--- config.mk ---
export PLATFORM = sky130hd
export DESIGN_NAME = nrc_decoder
export DESIGN_NICKNAME = d
export VERILOG_FILES = /design/src/nrc_pkg.sv /design/src/nrc_rx_if.sv /design/src/nrc_deframer.sv /design/src/nrc_decoder.sv
export SDC_FILE = /design/constraint.sdc
export NUM_CORES = 1
export LEC_CHECK = 0
export BUFFER_PORTS_ARGS = -buffer_cell sky130_fd_sc_hd__buf_4
export CORE_AREA = 2 2 154 216
export CTS_CLUSTER_SIZE = 28
export DETAILED_ROUTE_END_ITERATION = 16
export DIE_AREA = 0 0 156 218
export HOLD_SLACK_MARGIN = 0.12
export PLACE_DENSITY = 0.75
export SYNTH_ARGS = -nofsm -noshare
export SYNTH_HDL_FRONTEND = slang
export SYNTH_SLANG_ARGS = --single-unit
--- constraint.sdc ---
create_clock -name i_core_clk -period 3.55 [get_ports i_core_clk]
set_input_delay 0.71 -clock i_core_clk [delete_from_list [all_inputs] [get_ports i_core_clk]]
set_output_delay 0.71 -clock i_core_clk [all_outputs]
set_load 0.005 [all_outputs]
--- src/nrc_pkg.sv ---
// Package: constants of the navigation receiver command decoder.
// Assumes one core clock; imported by the deframer and the decoder.
package nrc_pkg;
  // Framing bytes
  localparam logic [7:0]  BYTE_DLE        = 8'h10;
  localparam logic [7:0]  BYTE_ETX        = 8'h03;
  // Command identifiers
  localparam logic [7:0]  CMD_ALT_2D      = 8'h2A;
  localparam logic [7:0]  CMD_POS_GEO     = 8'h2B;
  localparam logic [7:0]  CMD_OSC_REQ     = 8'h2D;
  localparam logic [7:0]  CMD_TIME        = 8'h2E;
  localparam logic [7:0]  CMD_LEAP_REQ    = 8'h2F;
  localparam logic [7:0]  CMD_ACC_CART    = 8'h31;
  localparam logic [7:0]  CMD_ACC_GEO     = 8'h32;
  localparam logic [7:0]  CMD_SAT_SEL     = 8'h34;
  localparam logic [7:0]  CMD_OPTIONS     = 8'h35;
  // Report identifiers
  localparam logic [7:0]  RPT_POS_GEO     = 8'h4A;
  localparam logic [7:0]  RPT_POS_INIT    = 8'h4C;
  localparam logic [7:0]  RPT_OSC         = 8'h4D;
  localparam logic [7:0]  RPT_TIME_ACK    = 8'h4E;
  localparam logic [7:0]  RPT_LEAP        = 8'h4F;
  localparam logic [7:0]  RPT_OPTIONS     = 8'h55;
  localparam logic [7:0]  RPT_ACC_POS     = 8'hAC;
  // Payload lengths
  localparam logic [3:0]  LEN_NONE        = 4'h0;
  localparam logic [3:0]  LEN_ONE         = 4'h1;
  localparam logic [3:0]  LEN_SINGLE      = 4'h4;
  localparam logic [3:0]  LEN_TIME        = 4'h6;
  localparam logic [3:0]  LEN_POS         = 4'hC;
  localparam int          PAYLOAD_MAX     = 12;
  // Special values
  localparam logic [7:0]  ALT_CANCEL      = 8'hFF;
  localparam logic [7:0]  SAT_MAX         = 8'h20;
  localparam logic [31:0] ALT_LIMIT_F32   = 32'h468CA000;
  localparam logic [6:0]  SURVEY_FULL     = 7'h64;
  // Option reset values
  localparam logic [31:0] OPT_RESET       = 32'h12020102;
  localparam int          OPT_ALT_IN_BIT  = 27;
  // Register byte offsets
  localparam logic [3:0]  REG_STATUS      = 4'h0;
  localparam logic [3:0]  REG_OPTIONS     = 4'h4;
  localparam logic [3:0]  REG_CTRL        = 4'h8;
  localparam logic [3:0]  REG_REF_ALT     = 4'hC;
  // Control bits
  localparam int          CTRL_SAVE_BIT   = 0;
  // Deframer states
  typedef enum logic [1:0] {
    DF_HUNT,
    DF_ID,
    DF_BODY,
    DF_ESC
  } nrc_df_e;
endpackage

--- src/nrc_rx_if.sv ---
// Interface: deframed packet stream from deframer to decoder.
// Assumes both ends on the same core clock.
`timescale 1ns/1ns
`default_nettype none
interface nrc_rx_if;
  logic       start;
  logic [7:0] id;
  logic       data;
  logic [7:0] byte_v;
  logic       done;
  logic       err;
  modport src (output start, output id, output data, output byte_v, output done, output err);
  modport dst (input start, input id, input data, input byte_v, input done, input err);
endinterface
`default_nettype wire

--- src/nrc_deframer.sv ---
// Deframer: strips link escapes and marks packet start, data and end.
// Assumes received bytes arrive as same-clock one-cycle strobes.
`timescale 1ns/1ns
`default_nettype none
module nrc_deframer
  import nrc_pkg::*;
(
  // Clock and reset
  input  wire logic  i_core_clk,
  input  wire logic  i_nrst,
  // Received bytes
  input  wire logic  i_rx_valid,
  input  wire logic [7:0] i_rx_byte,
  // Packet stream
  nrc_rx_if.src      rx
);
  nrc_df_e    state_q;
  nrc_df_e    state_d;
  logic [7:0] id_q;
  logic [7:0] byte_q;
  logic       start_q;
  logic       data_q;
  logic       done_q;
  logic       err_q;

  wire is_dle = i_rx_byte == BYTE_DLE;
  wire is_etx = i_rx_byte == BYTE_ETX;

  // Even escape run gives data, odd run before end byte closes packet
  always_comb begin
    state_d = state_q;
    case (state_q)
      DF_HUNT: if (i_rx_valid && is_dle) state_d = DF_ID;
      DF_ID:   if (i_rx_valid) state_d = (is_dle || is_etx) ? DF_HUNT : DF_BODY;
      DF_BODY: if (i_rx_valid && is_dle) state_d = DF_ESC;
      DF_ESC:  if (i_rx_valid) state_d = is_dle ? DF_BODY : DF_HUNT;
      default: state_d = DF_HUNT;
    endcase
  end

  wire take_id   = i_rx_valid && state_q == DF_ID && !is_dle && !is_etx;
  wire take_data = i_rx_valid && ((state_q == DF_BODY && !is_dle) ||
                                  (state_q == DF_ESC && is_dle));
  wire take_end  = i_rx_valid && state_q == DF_ESC && is_etx;
  wire take_err  = i_rx_valid && state_q == DF_ESC && !is_dle && !is_etx;

  always_ff @(posedge i_core_clk or negedge i_nrst) begin
    if (!i_nrst) begin
      state_q <= DF_HUNT;
      id_q    <= 8'h00;
      byte_q  <= 8'h00;
      start_q <= 1'b0;
      data_q  <= 1'b0;
      done_q  <= 1'b0;
      err_q   <= 1'b0;
    end else begin
      state_q <= state_d;
      start_q <= take_id;
      data_q  <= take_data;
      done_q  <= take_end;
      err_q   <= take_err;
      if (take_id) id_q <= i_rx_byte;
      if (take_data) byte_q <= i_rx_byte;
    end
  end

  assign rx.start  = start_q;
  assign rx.id     = id_q;
  assign rx.data   = data_q;
  assign rx.byte_v = byte_q;
  assign rx.done   = done_q;
  assign rx.err    = err_q;

  a_end_after_esc: assert property (@(posedge i_core_clk) disable iff (!i_nrst)
    (i_rx_valid && is_etx && state_q == DF_ESC) |=> done_q)
    else $error("end byte after odd escape run did not close packet");
  a_even_esc_data: assert property (@(posedge i_core_clk) disable iff (!i_nrst)
    (i_rx_valid && is_dle && state_q == DF_ESC) |=> (data_q && byte_q == BYTE_DLE))
    else $error("doubled escape not passed as data");
endmodule
`default_nettype wire

--- src/nrc_decoder.sv ---
// Decoder: checks and applies host command packets; answers each accepted one but satellite select.
// Assumes same-clock byte strobes, navigation status levels and report sink.
`timescale 1ns/1ns
`default_nettype none
module nrc_decoder
  import nrc_pkg::*;
#(
  parameter int PAYLOAD_DEPTH = nrc_pkg::PAYLOAD_MAX
)(
  // Clock and reset
  input  wire logic        i_core_clk,
  input  wire logic        i_nrst,
  // Received link bytes
  input  wire logic        i_rx_valid,
  input  wire logic [7:0]  i_rx_byte,
  // Navigation status
  input  wire logic        i_navigating,
  input  wire logic        i_time_from_sat,
  input  wire logic        i_sat_acquired,
  input  wire logic [31:0] i_fix3d_alt,
  // Reports
  output logic             o_rpt_valid,
  output logic [7:0]       o_rpt_id,
  input  wire logic        i_rpt_ready,
  // Settings out
  output logic [31:0]      o_alt_used,
  output logic             o_alt_set,
  output logic             o_alt_is_sea_level,
  output logic             o_force_reset,
  output logic [95:0]      o_init_pos,
  output logic             o_init_pos_load,
  output logic             o_pos_accurate,
  output logic [6:0]       o_survey_pct,
  output logic [31:0]      o_tow,
  output logic [15:0]      o_week,
  output logic             o_time_load,
  output logic [7:0]       o_sat_sel,
  output logic [31:0]      o_options,
  output logic             o_nv_store,
  output logic             o_nv_store_pos,
  // Avalon-MM slave
  input  wire logic [3:0]  i_avs_address,
  input  wire logic        i_avs_read,
  input  wire logic        i_avs_write,
  input  wire logic [31:0] i_avs_writedata,
  output logic [31:0]      o_avs_readdata,
  output logic             o_avs_waitrequest
);
  import nrc_pkg::*;

  nrc_rx_if rx ();

  nrc_deframer u_deframer (
    .i_core_clk (i_core_clk),
    .i_nrst     (i_nrst),
    .i_rx_valid (i_rx_valid),
    .i_rx_byte  (i_rx_byte),
    .rx         (rx.src)
  );

  // Payload capture
  logic [7:0] buf_q [PAYLOAD_DEPTH];
  logic [3:0] len_q;
  logic       long_q;
  logic [7:0] cmd_q;

  always_ff @(posedge i_core_clk or negedge i_nrst) begin
    if (!i_nrst) begin
      len_q  <= 4'h0;
      long_q <= 1'b0;
      cmd_q  <= 8'h00;
    end else if (rx.start) begin
      len_q  <= 4'h0;
      long_q <= 1'b0;
      cmd_q  <= rx.id;
    end else if (rx.data) begin
      if (len_q == 4'(PAYLOAD_DEPTH)) long_q <= 1'b1;
      else len_q <= len_q + 4'h1;
    end
  end

  always_ff @(posedge i_core_clk) begin
    if (rx.data && len_q < 4'(PAYLOAD_DEPTH)) buf_q[len_q] <= rx.byte_v;
  end

  // Big-endian word assembly
  function automatic logic [31:0] be_word(input logic [7:0] b0, input logic [7:0] b1,
                                          input logic [7:0] b2, input logic [7:0] b3);
    be_word = {b0, b1, b2, b3};
  endfunction

  // Positive single above limit, compared as magnitude bits
  function automatic logic alt_over(input logic [31:0] f);
    alt_over = !f[31] && (f[30:0] > ALT_LIMIT_F32[30:0]);
  endfunction

  wire [31:0] word0 = be_word(buf_q[0], buf_q[1], buf_q[2], buf_q[3]);
  wire [31:0] word1 = be_word(buf_q[4], buf_q[5], buf_q[6], buf_q[7]);
  wire [31:0] word2 = be_word(buf_q[8], buf_q[9], buf_q[10], buf_q[11]);
  wire [15:0] half2 = {buf_q[4], buf_q[5]};

  // Command decode at packet end
  wire pkt_end    = rx.done && !long_q;
  wire len_none   = len_q == LEN_NONE;
  wire len_one    = len_q == LEN_ONE;
  wire len_single = len_q == LEN_SINGLE;
  wire len_time   = len_q == LEN_TIME;
  wire len_pos    = len_q == LEN_POS;

  wire is_alt  = pkt_end && cmd_q == CMD_ALT_2D;
  wire is_geo  = pkt_end && cmd_q == CMD_POS_GEO;
  wire is_osc  = pkt_end && cmd_q == CMD_OSC_REQ;
  wire is_time = pkt_end && cmd_q == CMD_TIME;
  wire is_leap = pkt_end && cmd_q == CMD_LEAP_REQ;
  wire is_acc  = pkt_end && (cmd_q == CMD_ACC_CART || cmd_q == CMD_ACC_GEO);
  wire is_sat  = pkt_end && cmd_q == CMD_SAT_SEL;
  wire is_opt  = pkt_end && cmd_q == CMD_OPTIONS;

  // Accepted commands, length checked
  wire alt_load   = is_alt && len_single;
  wire alt_cancel = is_alt && len_one && buf_q[0] == ALT_CANCEL;
  wire geo_ok     = is_geo && len_pos;
  wire geo_load   = geo_ok && !i_navigating;
  wire osc_ok     = is_osc && len_none;
  wire time_ok    = is_time && len_time;
  wire time_apply = time_ok && !i_time_from_sat;
  wire leap_ok    = is_leap && len_none;
  wire acc_ok     = is_acc && len_pos;
  wire sat_ok     = is_sat && len_one && buf_q[0] <= SAT_MAX;
  wire opt_query  = is_opt && len_none;
  wire opt_load   = is_opt && len_single;

  wire       any_ok = alt_load || alt_cancel || geo_ok || osc_ok || time_ok || leap_ok ||
                      acc_ok || sat_ok || opt_query || opt_load;
  wire [7:0] rpt_sel = (alt_load || alt_cancel) ? RPT_POS_GEO :
                       geo_ok                   ? RPT_POS_INIT :
                       osc_ok                   ? RPT_OSC :
                       time_ok                  ? RPT_TIME_ACK :
                       leap_ok                  ? RPT_LEAP :
                       acc_ok                   ? RPT_ACC_POS :
                       (opt_query || opt_load)  ? RPT_OPTIONS : 8'h00;
  wire       rpt_want = any_ok && !sat_ok;

  // Retained settings
  logic [31:0] ref_alt_q;
  logic        alt_set_q;
  logic [95:0] pos_q;
  logic        pos_load_q;
  logic        pos_acc_q;
  logic [6:0]  survey_q;
  logic [31:0] tow_q;
  logic [15:0] week_q;
  logic        time_load_q;
  logic [7:0]  sat_q;
  logic [31:0] opt_q;
  logic        nv_q;
  logic        nv_pos_q;
  logic        force_q;
  logic        rpt_valid_q;
  logic [7:0]  rpt_id_q;
  logic        rpt_lost_q;
  logic [7:0]  reject_q;
  logic        save_req;

  always_ff @(posedge i_core_clk or negedge i_nrst) begin
    if (!i_nrst) begin
      ref_alt_q <= 32'h00000000;
      alt_set_q <= 1'b0;
    end else if (alt_load) begin
      ref_alt_q <= word0;
      alt_set_q <= 1'b1;
    end else if (alt_cancel) begin
      ref_alt_q <= 32'h00000000;
      alt_set_q <= 1'b0;
    end
  end

  always_ff @(posedge i_core_clk or negedge i_nrst) begin
    if (!i_nrst) begin
      pos_q      <= 96'h0;
      pos_load_q <= 1'b0;
      pos_acc_q  <= 1'b0;
      survey_q   <= 7'h00;
    end else begin
      pos_load_q <= geo_load || acc_ok;
      if (geo_load || acc_ok) pos_q <= {word0, word1, word2};
      if (acc_ok) begin
        pos_acc_q <= 1'b1;
        survey_q  <= SURVEY_FULL;
      end
    end
  end

  always_ff @(posedge i_core_clk or negedge i_nrst) begin
    if (!i_nrst) begin
      tow_q       <= 32'h00000000;
      week_q      <= 16'h0000;
      time_load_q <= 1'b0;
    end else begin
      time_load_q <= time_apply;
      if (time_apply) begin
        tow_q  <= word0;
        week_q <= half2;
      end
    end
  end

  always_ff @(posedge i_core_clk or negedge i_nrst) begin
    if (!i_nrst) begin
      sat_q <= 8'h00;
      opt_q <= OPT_RESET;
    end else begin
      if (sat_ok) sat_q <= buf_q[0];
      if (opt_load) opt_q <= word0;
    end
  end

  // Persistence strobes; accurate position only on save
  always_ff @(posedge i_core_clk or negedge i_nrst) begin
    if (!i_nrst) begin
      nv_q     <= 1'b0;
      nv_pos_q <= 1'b0;
    end else begin
      nv_q     <= alt_load || alt_cancel || opt_load || save_req;
      nv_pos_q <= save_req && pos_acc_q;
    end
  end

  // Reset on acquisition with altitude too high
  wire [31:0] alt_used = alt_set_q ? ref_alt_q : i_fix3d_alt;
  always_ff @(posedge i_core_clk or negedge i_nrst) begin
    if (!i_nrst) force_q <= 1'b0;
    else force_q <= i_sat_acquired && alt_set_q && alt_over(ref_alt_q);
  end

  // Report queue of one; overrun is flagged
  always_ff @(posedge i_core_clk or negedge i_nrst) begin
    if (!i_nrst) begin
      rpt_valid_q <= 1'b0;
      rpt_id_q    <= 8'h00;
    end else if (rpt_want) begin
      rpt_valid_q <= 1'b1;
      rpt_id_q    <= rpt_sel;
    end else if (i_rpt_ready) begin
      rpt_valid_q <= 1'b0;
    end
  end

  // Avalon-MM slave
  logic        ack_q;
  logic [31:0] rdata_q;
  wire         bus_req  = (i_avs_read || i_avs_write) && !ack_q;
  wire         wr_fire  = i_avs_write && ack_q;
  wire         clr_stat = wr_fire && i_avs_address == REG_STATUS;
  assign save_req = wr_fire && i_avs_address == REG_CTRL && i_avs_writedata[CTRL_SAVE_BIT];
  wire [7:0]   rejects_w = reject_q;
  wire [31:0]  status_w = {rejects_w, rpt_lost_q, pos_acc_q, survey_q, alt_set_q, 6'h00,
                           sat_q};
  wire [31:0]  rd_mux = (i_avs_address == REG_STATUS)  ? status_w :
                        (i_avs_address == REG_OPTIONS) ? opt_q :
                        (i_avs_address == REG_REF_ALT) ? ref_alt_q : 32'h00000000;

  always_ff @(posedge i_core_clk or negedge i_nrst) begin
    if (!i_nrst) begin
      ack_q   <= 1'b0;
      rdata_q <= 32'h00000000;
    end else begin
      ack_q <= bus_req;
      if (bus_req && i_avs_read) rdata_q <= rd_mux;
    end
  end

  // Sticky lost-report flag and reject counter; a new event wins over a clear
  always_ff @(posedge i_core_clk or negedge i_nrst) begin
    if (!i_nrst) begin
      rpt_lost_q <= 1'b0;
      reject_q   <= 8'h00;
    end else begin
      if (rpt_want && rpt_valid_q && !i_rpt_ready) rpt_lost_q <= 1'b1;
      else if (clr_stat) rpt_lost_q <= 1'b0;
      if (pkt_end && !any_ok || rx.done && long_q) begin
        if (reject_q != 8'hFF) reject_q <= reject_q + 8'h01;
      end else if (clr_stat) reject_q <= 8'h00;
    end
  end

  // Outputs
  assign o_rpt_valid        = rpt_valid_q;
  assign o_rpt_id           = rpt_id_q;
  assign o_alt_used         = alt_used;
  assign o_alt_set          = alt_set_q;
  assign o_alt_is_sea_level = opt_q[OPT_ALT_IN_BIT];
  assign o_force_reset      = force_q;
  assign o_init_pos         = pos_q;
  assign o_init_pos_load    = pos_load_q;
  assign o_pos_accurate     = pos_acc_q;
  assign o_survey_pct       = survey_q;
  assign o_tow              = tow_q;
  assign o_week             = week_q;
  assign o_time_load        = time_load_q;
  assign o_sat_sel          = sat_q;
  assign o_options          = opt_q;
  assign o_nv_store         = nv_q;
  assign o_nv_store_pos     = nv_pos_q;
  assign o_avs_readdata     = rdata_q;
  assign o_avs_waitrequest  = bus_req;

  // Checks
  a_alt_load_report: assert property (@(posedge i_core_clk) disable iff (!i_nrst)
    alt_load |=> (ref_alt_q == $past(word0) && alt_set_q && o_rpt_id == RPT_POS_GEO))
    else $error("altitude command not stored or answered");
  a_alt_cancel: assert property (@(posedge i_core_clk) disable iff (!i_nrst)
    alt_cancel |=> (ref_alt_q == 32'h00000000 && !alt_set_q))
    else $error("altitude cancel did not clear");
  a_alt_hold: assert property (@(posedge i_core_clk) disable iff (!i_nrst)
    !alt_set_q |-> o_alt_used == i_fix3d_alt)
    else $error("altitude hold not using last fix");
  a_alt_persist: assert property (@(posedge i_core_clk) disable iff (!i_nrst)
    (alt_load || alt_cancel) |=> o_nv_store)
    else $error("altitude change not persisted");
  a_force_reset: assert property (@(posedge i_core_clk) disable iff (!i_nrst)
    (i_sat_acquired && alt_set_q && !ref_alt_q[31] && ref_alt_q[30:0] > ALT_LIMIT_F32[30:0])
    |=> o_force_reset)
    else $error("high altitude acquisition did not force reset");
  a_geo_ignored: assert property (@(posedge i_core_clk) disable iff (!i_nrst)
    (geo_ok && i_navigating && !acc_ok) |=> (!o_init_pos_load && $stable(o_init_pos)))
    else $error("approximate position taken while navigating");
  a_time_ignored: assert property (@(posedge i_core_clk) disable iff (!i_nrst)
    (time_ok && i_time_from_sat) |=> (!o_time_load && $stable(o_week) && $stable(o_tow)))
    else $error("time command applied after satellite time");
  a_acc_survey: assert property (@(posedge i_core_clk) disable iff (!i_nrst)
    acc_ok |=> (o_survey_pct == SURVEY_FULL && o_pos_accurate && !o_nv_store_pos))
    else $error("accurate position not marked complete");
  a_opt_query: assert property (@(posedge i_core_clk) disable iff (!i_nrst)
    opt_query |=> ($stable(o_options) && o_rpt_valid && o_rpt_id == RPT_OPTIONS))
    else $error("option query changed options or no report");
  a_bad_len: assert property (@(posedge i_core_clk) disable iff (!i_nrst)
    (pkt_end && !any_ok) |=> ($stable(o_options) && $stable(o_sat_sel) && $stable(ref_alt_q)))
    else $error("bad length command changed settings");
  a_bus_answer: assert property (@(posedge i_core_clk) disable iff (!i_nrst)
    ($rose(i_avs_read) && !ack_q) |-> o_avs_waitrequest ##1 !o_avs_waitrequest)
    else $error("bus answer not in one cycle");

  c_alt_load: cover property (@(posedge i_core_clk) disable iff (!i_nrst) alt_load);
  c_acc_pos: cover property (@(posedge i_core_clk) disable iff (!i_nrst) acc_ok);
  c_opt_load: cover property (@(posedge i_core_clk) disable iff (!i_nrst) opt_load);
  c_sat_sel: cover property (@(posedge i_core_clk) disable iff (!i_nrst)
    sat_ok && buf_q[0] != 8'h00);
endmodule
`default_nettype wire

==> results of run 1 <==
-- routing by layer --
metal	GRT usage (%)	share of wire, %
met3	4.17	5.5
met4	9.51	3.8
met1	29.6	38
met2	44.4	53
met5	0	0
-- sequential cells by signal, indices dropped and copies added, names as in the netlist, 2 cells and up --
signal	cells
reject_q	8
o_sat_sel	8
o_week	16
u_deframer.state_q	2
len_q	4
ref_alt_q	32
o_rpt_id	7
o_init_pos	96
o_tow	32
o_avs_readdata	32
cmd_q	8
o_options	32
u_deframer.rx.byte_v	8
buf_q	96
u_deframer.rx.id	8
-- placed cells by master, fill, tap and decap left out, types with 4 or more instances in the layout --
cell type,netlist,final
edfxtp_1,96,96
a21o_1,4,4
nand4_1,5,5
nand2b_1,8,7
nand2_1,73,73
and2_1,4,4
dfstp_2,5,5
conb_1,1,4
a22o_1,54,54
nand3_1,13,13
clkinv_2,0,4
inv_1,11,11
buf_4,9,338
or3_1,4,4
nor4b_1,4,4
clkbuf_1,38,11
nor4_1,5,4
ha_1,5,5
clkbuf_16,0,40
mux2_2,238,238
nor3_1,15,14
buf_12,0,4
clkbuf_8,0,9
a21oi_1,36,35
o21ai_0,45,45
and3_1,5,5
nor3b_1,5,4
dfrtp_1,302,302
nor2_1,46,45
nand3b_1,6,6
a22oi_1,11,11
-- cell families after synthesis --
kind of cell	after synthesis	synth area share (%)
muxes	239	17.0
buffers and inverters	77	2.22
other	1	0.0236
DFF	403	66.6
xor gates and xnor gates	3	0.166
and+or+nand+nor	210	6.59
adders and majority gates	5	0.394
AOI/OAI and AO/OA	165	7.03
-- metrics by stage --
step | instance area, µm² | util, % | cells | worst slack (ns) | total power (µW)
2_1_floorplan | 15900 | - | 1106 | 1.09 | 5470
3_3_place_gp | 18700 | 58.3 | 1783 | 0.650 | 5910
3_5_place_dp | 18700 | 58.3 | 1783 | 0.564 | 5940
4_1_cts | 20000 | 62.4 | 1855 | 0.556 | 10100
5_1_grt | 20000 | 62.4 | 1855 | 0.414 | 10300
6_report | 20000 | 62.4 | 1855 | 0.476 | 9990
-- worst max-delay path, stage by stage, from the launching register on --
cell and delay (ns):
dfrtp_1 0.41, inv_1 0.15, ha_1 0.35, nand3_1 0.23, nor3_1 0.22, nand2_1 0.08, nor3_1 0.44, buf_4 0.23
a21oi_4 0.03, buf_4 0.35, mux2_2 0.39
-- cell type report --
class | instances | area share (%)
tap | 400 | 2.50
timing repair buffer | 343 | 13.1
clock buffer | 60 | 5.82
sequential | 403 | 52.8
multi-input combinational | 626 | 24.9
inverter | 11 | 0.206
clock inverter | 12 | 0.625
-- worst max-delay path by stage --
stage	slack, ns	start	end
2_1_floorplan	1.09	len_q[0]	o_init_pos[66]
3_3_place_gp	0.65	len_q[0]	o_init_pos[56]
3_5_place_dp	0.56	len_q[0]	o_init_pos[39]
4_1_cts	0.56	len_q[0]	o_init_pos[23]
5_1_grt	0.41	len_q[0]	o_init_pos[25]
6_report	0.48	len_q[0]	o_init_pos[39]
-- where the power goes --
group	switching, µW	total (µW)	internal, µW	leakage, µW
Sequential	355	5340	4990	0.00510
Combinational	293	502	209	0.00387
Clock	1730	4150	2420	0.000635
==> run_results.csv, run 1 <==
group,metric,value,unit
cts,postCtsResizedCells,0,
cells_and_area,layout-drive-gt1-share,45.1,%
yosys,synth-seq-area-share,66.6,%
cells_and_area,multi_input_area,0.00499,mm²
floorplanning,die_height,218,µm
yosys,syn_avg_cell_area,14.4,µm²
cts,numCtsBuffers,39,
cells_and_area,area_added_between_synthesis_and_finish,26.2,%
drt,postRouteWirelength,42500,µm
cts,cts-htree-levels,2,
sta,finalCriticalPeriod,3.07,ns
cts,worst_skew_pair.late_latency,0.54,ns
grt,grt_pass1_wl,63700,µm
cts,clk_transition_reported_paths,0.06,ns
floorplanning,placeableCoreArea,0.0321,mm²
cells_and_area,final_layout_fill_cell_count,2419,
cells_and_area,area.sequential,0.0106,mm²
cts,tritoncts,"built",
yosys,ys_ff_latch,403,
setup_path,reg2reg_depth,10,
drt,postRouteAntennaNets,0,
cts,clock_sinks,403,
floorplanning,design.die.area,0.0340,mm²
setup_path,path_max_fanout,58,
cts,clock-root-buffer,"clkbuf_16",
drt,first_pass_detailed_route_iteration_total,5,
yosys,synth_largest_area_cell,"dfrtp_1",
yosys,yosysWarnings,0,
place,gp_congestion,0.831,
drt,post-route-drc-count,0,
floorplanning,initial_core_util,49.4,%
power,ir_drop,0.553,mV
job,maxCapViolations,0,
grt,grt_pass1_vias,10603,
floorplanning,placementRows,78,
setup_path,cp.required,3.98,ns
sta,timing.final.setup_violations,0,
min_path,holdCritPathClass,"primary input to asynchronous set/reset pin",
grt,pin_count_of_the_biggest_net_entering_global_routing,93,
yosys,synth_enable_flop_cells,96,
cells_and_area,finish.net_count,1514,
cts,cts-hold-fix-buffers,0,
drt,detailed_route_via_count,10529,
cts,maximum_buffer_depth_of_the_clock_tree,3,
sta,fin_crit_share,86.6,%
yosys,synthFlopType,"dfrtp_1",
yosys,post_synth_inst_count,1103,
status,status,"complete, no violations",
grt,grt.total_usage,24.7,%
sta,max_clock_freq,325,MHz
drt,drt_first_iter_violations,541,
yosys,synth_unique_cells,55,
yosys,synth_cell_area,0.0159,mm²
sta,final_hold_slack,0.168,ns
grt,grt_overflow_total,0,
sta,tightest_slew,0.939,ns
drt,vias_per_cell,5.68,
sta,maxSlewViolCount,0,
power,cellLeakagePower,0.00961,µW
setup_path,critical_path_class,"flip-flop to flip-flop",
setup_path,worst_setup_path_end_kind,"flip-flop",
sta,setup_total_negative_slack,0,ns
power,cellPowerDensity,499,mW/mm²
grt,antenna_found_initial,0,
yosys,synth.cells.most_frequent,"302 x dfrtp_1, 238 x mux2_2, 96 x edfxtp_1",
sta,maximum_clock_skew_at_final_layout,0.0188,ns
sta,final-hold-violation-count,0,
drt,detail_route.wl_per_cell,22.9,µm
setup_path,setup.reg_to_reg.worst_slack,0.48,ns
cells_and_area,diodes,0,
setup_path,rr_endpoint,"o_init_pos[39]",
setup_path,critical_path_arrival,3.50,ns
floorplanning,io_pins,358,
place,dp.final_hpwl,29200,µm
yosys,synthTopCellsByArea,"dfrtp_1 48%, edfxtp_1 18%, mux2_2 17%",
yosys,yosysTopAreaCellShare,47.6,%
yosys,synth.most_common_cell,"dfrtp_1",
sta,timing.max_slew.rel_slack,37.4,%
setup_path,crit_path_start_kind,"flip-flop",
yosys,async_reset_ff_share,76.2,%
floorplanning,die_width,156,µm
sta,grt_setup_unrepaired,"no",
setup_path,crit-reg2reg-launch,"len_q[0]",
place,port-buffer-count,322,
cts,post_cts.repair.setup_buffers,0,
Note: power is estimated with default switching activity, not from simulation.
==> run 2: changes to the inputs <==
--- a/config.mk
+++ b/config.mk
@@ -6,12 +6,13 @@
 export NUM_CORES = 1
 export LEC_CHECK = 0
 export BUFFER_PORTS_ARGS = -buffer_cell sky130_fd_sc_hd__buf_4
+export CAP_MARGIN = 20
 export CORE_AREA = 2 2 154 216
 export CTS_CLUSTER_SIZE = 28
 export DETAILED_ROUTE_END_ITERATION = 16
 export DIE_AREA = 0 0 156 218
 export HOLD_SLACK_MARGIN = 0.12
-export PLACE_DENSITY = 0.75
+export PLACE_DENSITY = 0.74
 export SYNTH_ARGS = -nofsm -noshare
 export SYNTH_HDL_FRONTEND = slang
 export SYNTH_SLANG_ARGS = --single-unit
==> run 2 against run 1 <==
Compared with the run above: clock skew about the same; largest power group unchanged; non-clock buffer count up 1; combinational power fell by 2%; wire length down 2.0%; sequential share of layout area decreased by 0.16 points; final cell count hardly changed; design area increased by 0.30%; worst hold slack better by 0.048 ns; sequential power about the same; critical path type unchanged; global-route usage fell by 0.39 points; core utilization increased by 0.19 points.
==> run_results.csv, run 2 (synthesis results as in run 1) <==
group,metric,value,unit
grt,grt_pass1_wl,62500,µm
cells_and_area,multi_input_area,0.00499,mm²
floorplanning,placeableCoreArea,0.0321,mm²
place,dp.final_hpwl,28900,µm
sta,max_clock_freq,366,MHz
cts,postCtsResizedCells,0,
cts,worst_skew_pair.late_latency,0.54,ns
grt,grtUsageMet3,4.97,%
grt,grt.total_usage,24.3,%
setup_path,crit-reg2reg-launch,"len_q[0]",
cts,cts-htree-levels,2,
sta,tightest_slew,1.07,ns
power,cellPowerDensity,504,mW/mm²
floorplanning,initial_core_util,49.4,%
power,ir_drop,0.384,mV
grt,top_usage_layer,"met2",
sta,grt_setup_unrepaired,"no",
cells_and_area,area.sequential,0.0106,mm²
grt,antenna_found_initial,0,
grt,grt_overflow_total,0,
sta,final_hold_slack,0.217,ns
floorplanning,design.die.area,0.0340,mm²
drt,drt_first_iter_violations,438,
min_path,holdCritPathClass,"primary input to asynchronous set/reset pin",
sta,setup_total_negative_slack,0,ns
place,gp_congestion,0.868,
cells_and_area,layout-drive-gt1-share,45.0,%
cells_and_area,finish.net_count,1515,
setup_path,critical_path_arrival,3.16,ns
cells_and_area,diodes,0,
sta,timing.final.setup_violations,0,
job,maxCapViolations,0,
cts,cts-hold-fix-buffers,0,
sta,timing.max_slew.rel_slack,28.2,%
cts,clock_sinks,403,
setup_path,path_max_fanout,14,
floorplanning,placementRows,78,
setup_path,reg2reg_depth,8,
setup_path,crit_path_start_kind,"flip-flop",
grt,grt_pass1_vias,10586,
sta,fin_crit_share,77.0,%
cts,clk_transition_reported_paths,0.06,ns
sta,maxSlewViolCount,0,
cells_and_area,layout.cells.non_filler,1854,
place,placed_cells_incl_taps,1784,
power,cellLeakagePower,0.00964,µW
drt,first_pass_detailed_route_iteration_total,5,
cts,numCtsBuffers,39,
status,status,"complete, no violations",
sta,maximum_clock_skew_at_final_layout,0.0185,ns
grt,grt_util_met1,29.0,%
cts,maximum_buffer_depth_of_the_clock_tree,3,
drt,postRouteAntennaNets,0,
cts,clock-root-buffer,"clkbuf_16",
cells_and_area,mostFrequentLayoutCell,"buf_4",
sta,minimum_setup_slack_in_the_final_design,0.817,ns
cells_and_area,final_layout_fill_cell_count,2432,
setup_path,rr_endpoint,"reject_q[4]",
drt,detail_route.wl_per_cell,22.5,µm
setup_path,critical_path_class,"flip-flop to flip-flop",
cts,tritoncts,"built",
floorplanning,die_height,218,µm
drt,post-route-drc-count,0,
floorplanning,io_pins,358,
setup_path,worst_setup_path_end_kind,"flip-flop",
cells_and_area,area_added_between_synthesis_and_finish,26.6,%
drt,detailed_route_via_count,10324,
floorplanning,die_width,156,µm
setup_path,setup.reg_to_reg.worst_slack,0.82,ns
place,port-buffer-count,322,
place,placement.setup.worst_slack,0.873,ns
drt,vias_per_cell,5.57,
cells_and_area,commonest_cells_after_routing_fill_and_taps_aside,"338 x buf_4, 302 x dfrtp_1, 238 x mux2_2",
sta,finalCriticalPeriod,2.73,ns
grt,gr-usage-met2,43.2,%
setup_path,cp.required,3.98,ns
drt,postRouteWirelength,41600,µm
sta,final-hold-violation-count,0,
cts,post_cts.repair.setup_buffers,0,
grt,pin_count_of_the_biggest_net_entering_global_routing,120,
==> run 2: stage by stage <==
stage | cell area, µm² | utilization (%) | total power, µW
after floorplan | 15900 | - | 5470
after global placement | 18800 | 58.4 | 5900
after detailed placement | 18800 | 58.4 | 5920
after CTS | 20100 | 62.6 | 10200
after global routing | 20100 | 62.6 | 10500
final | 20100 | 62.6 | 10100
==> run 2: per-layer routing <==
layer	share of wire, %	vias to the layer above	routed length [µm]
met1	38	5240	15800
li1	-	4650	-
met2	53	349	21900
met5	0	-	0
met4	3.6	0	1500
met3	5.9	85	2440
==> run 2: worst max-delay path: stages (launching register included) <==
cell and delay (ns):
dfrtp_1 0.41, inv_1 0.13, ha_1 0.33, nand3_1 0.23, or4_1 0.57, a21o_1 0.25
and4_4 0.26, and3_4 0.20, a311oi_1 0.26
==> run 2: layout make-up <==
cell class / count / share of cell area (%)
flip-flops and latches: 403 / 52.6
multi-input cells: 626 / 24.8
repair buffers: 344 / 13.2
clock buffers: 54 / 5.51
well taps: 400 / 2.49
clock inverters: 16 / 1.12
inverters: 11 / 0.206
==> run 2: how the worst max path moves through the flow <==
| stage | cells past startpoint | from | endpoint |
|---|---|---|---|
| floorplan | 11 | len_q[0] | o_init_pos[66] |
| global placement | 7 | len_q[0] | o_rpt_id[0] |
| detailed placement | 8 | len_q[1] | reject_q[4] |
| CTS | 8 | len_q[0] | reject_q[4] |
| global route | 8 | len_q[0] | reject_q[4] |
| finish | 8 | len_q[0] | reject_q[4] |
==> run 2: report_power, final <==
part           switching [µW]  internal [µW]
logic                     282            210
clock network            1680           2610
registers                 343           4990
total                    2300           7810
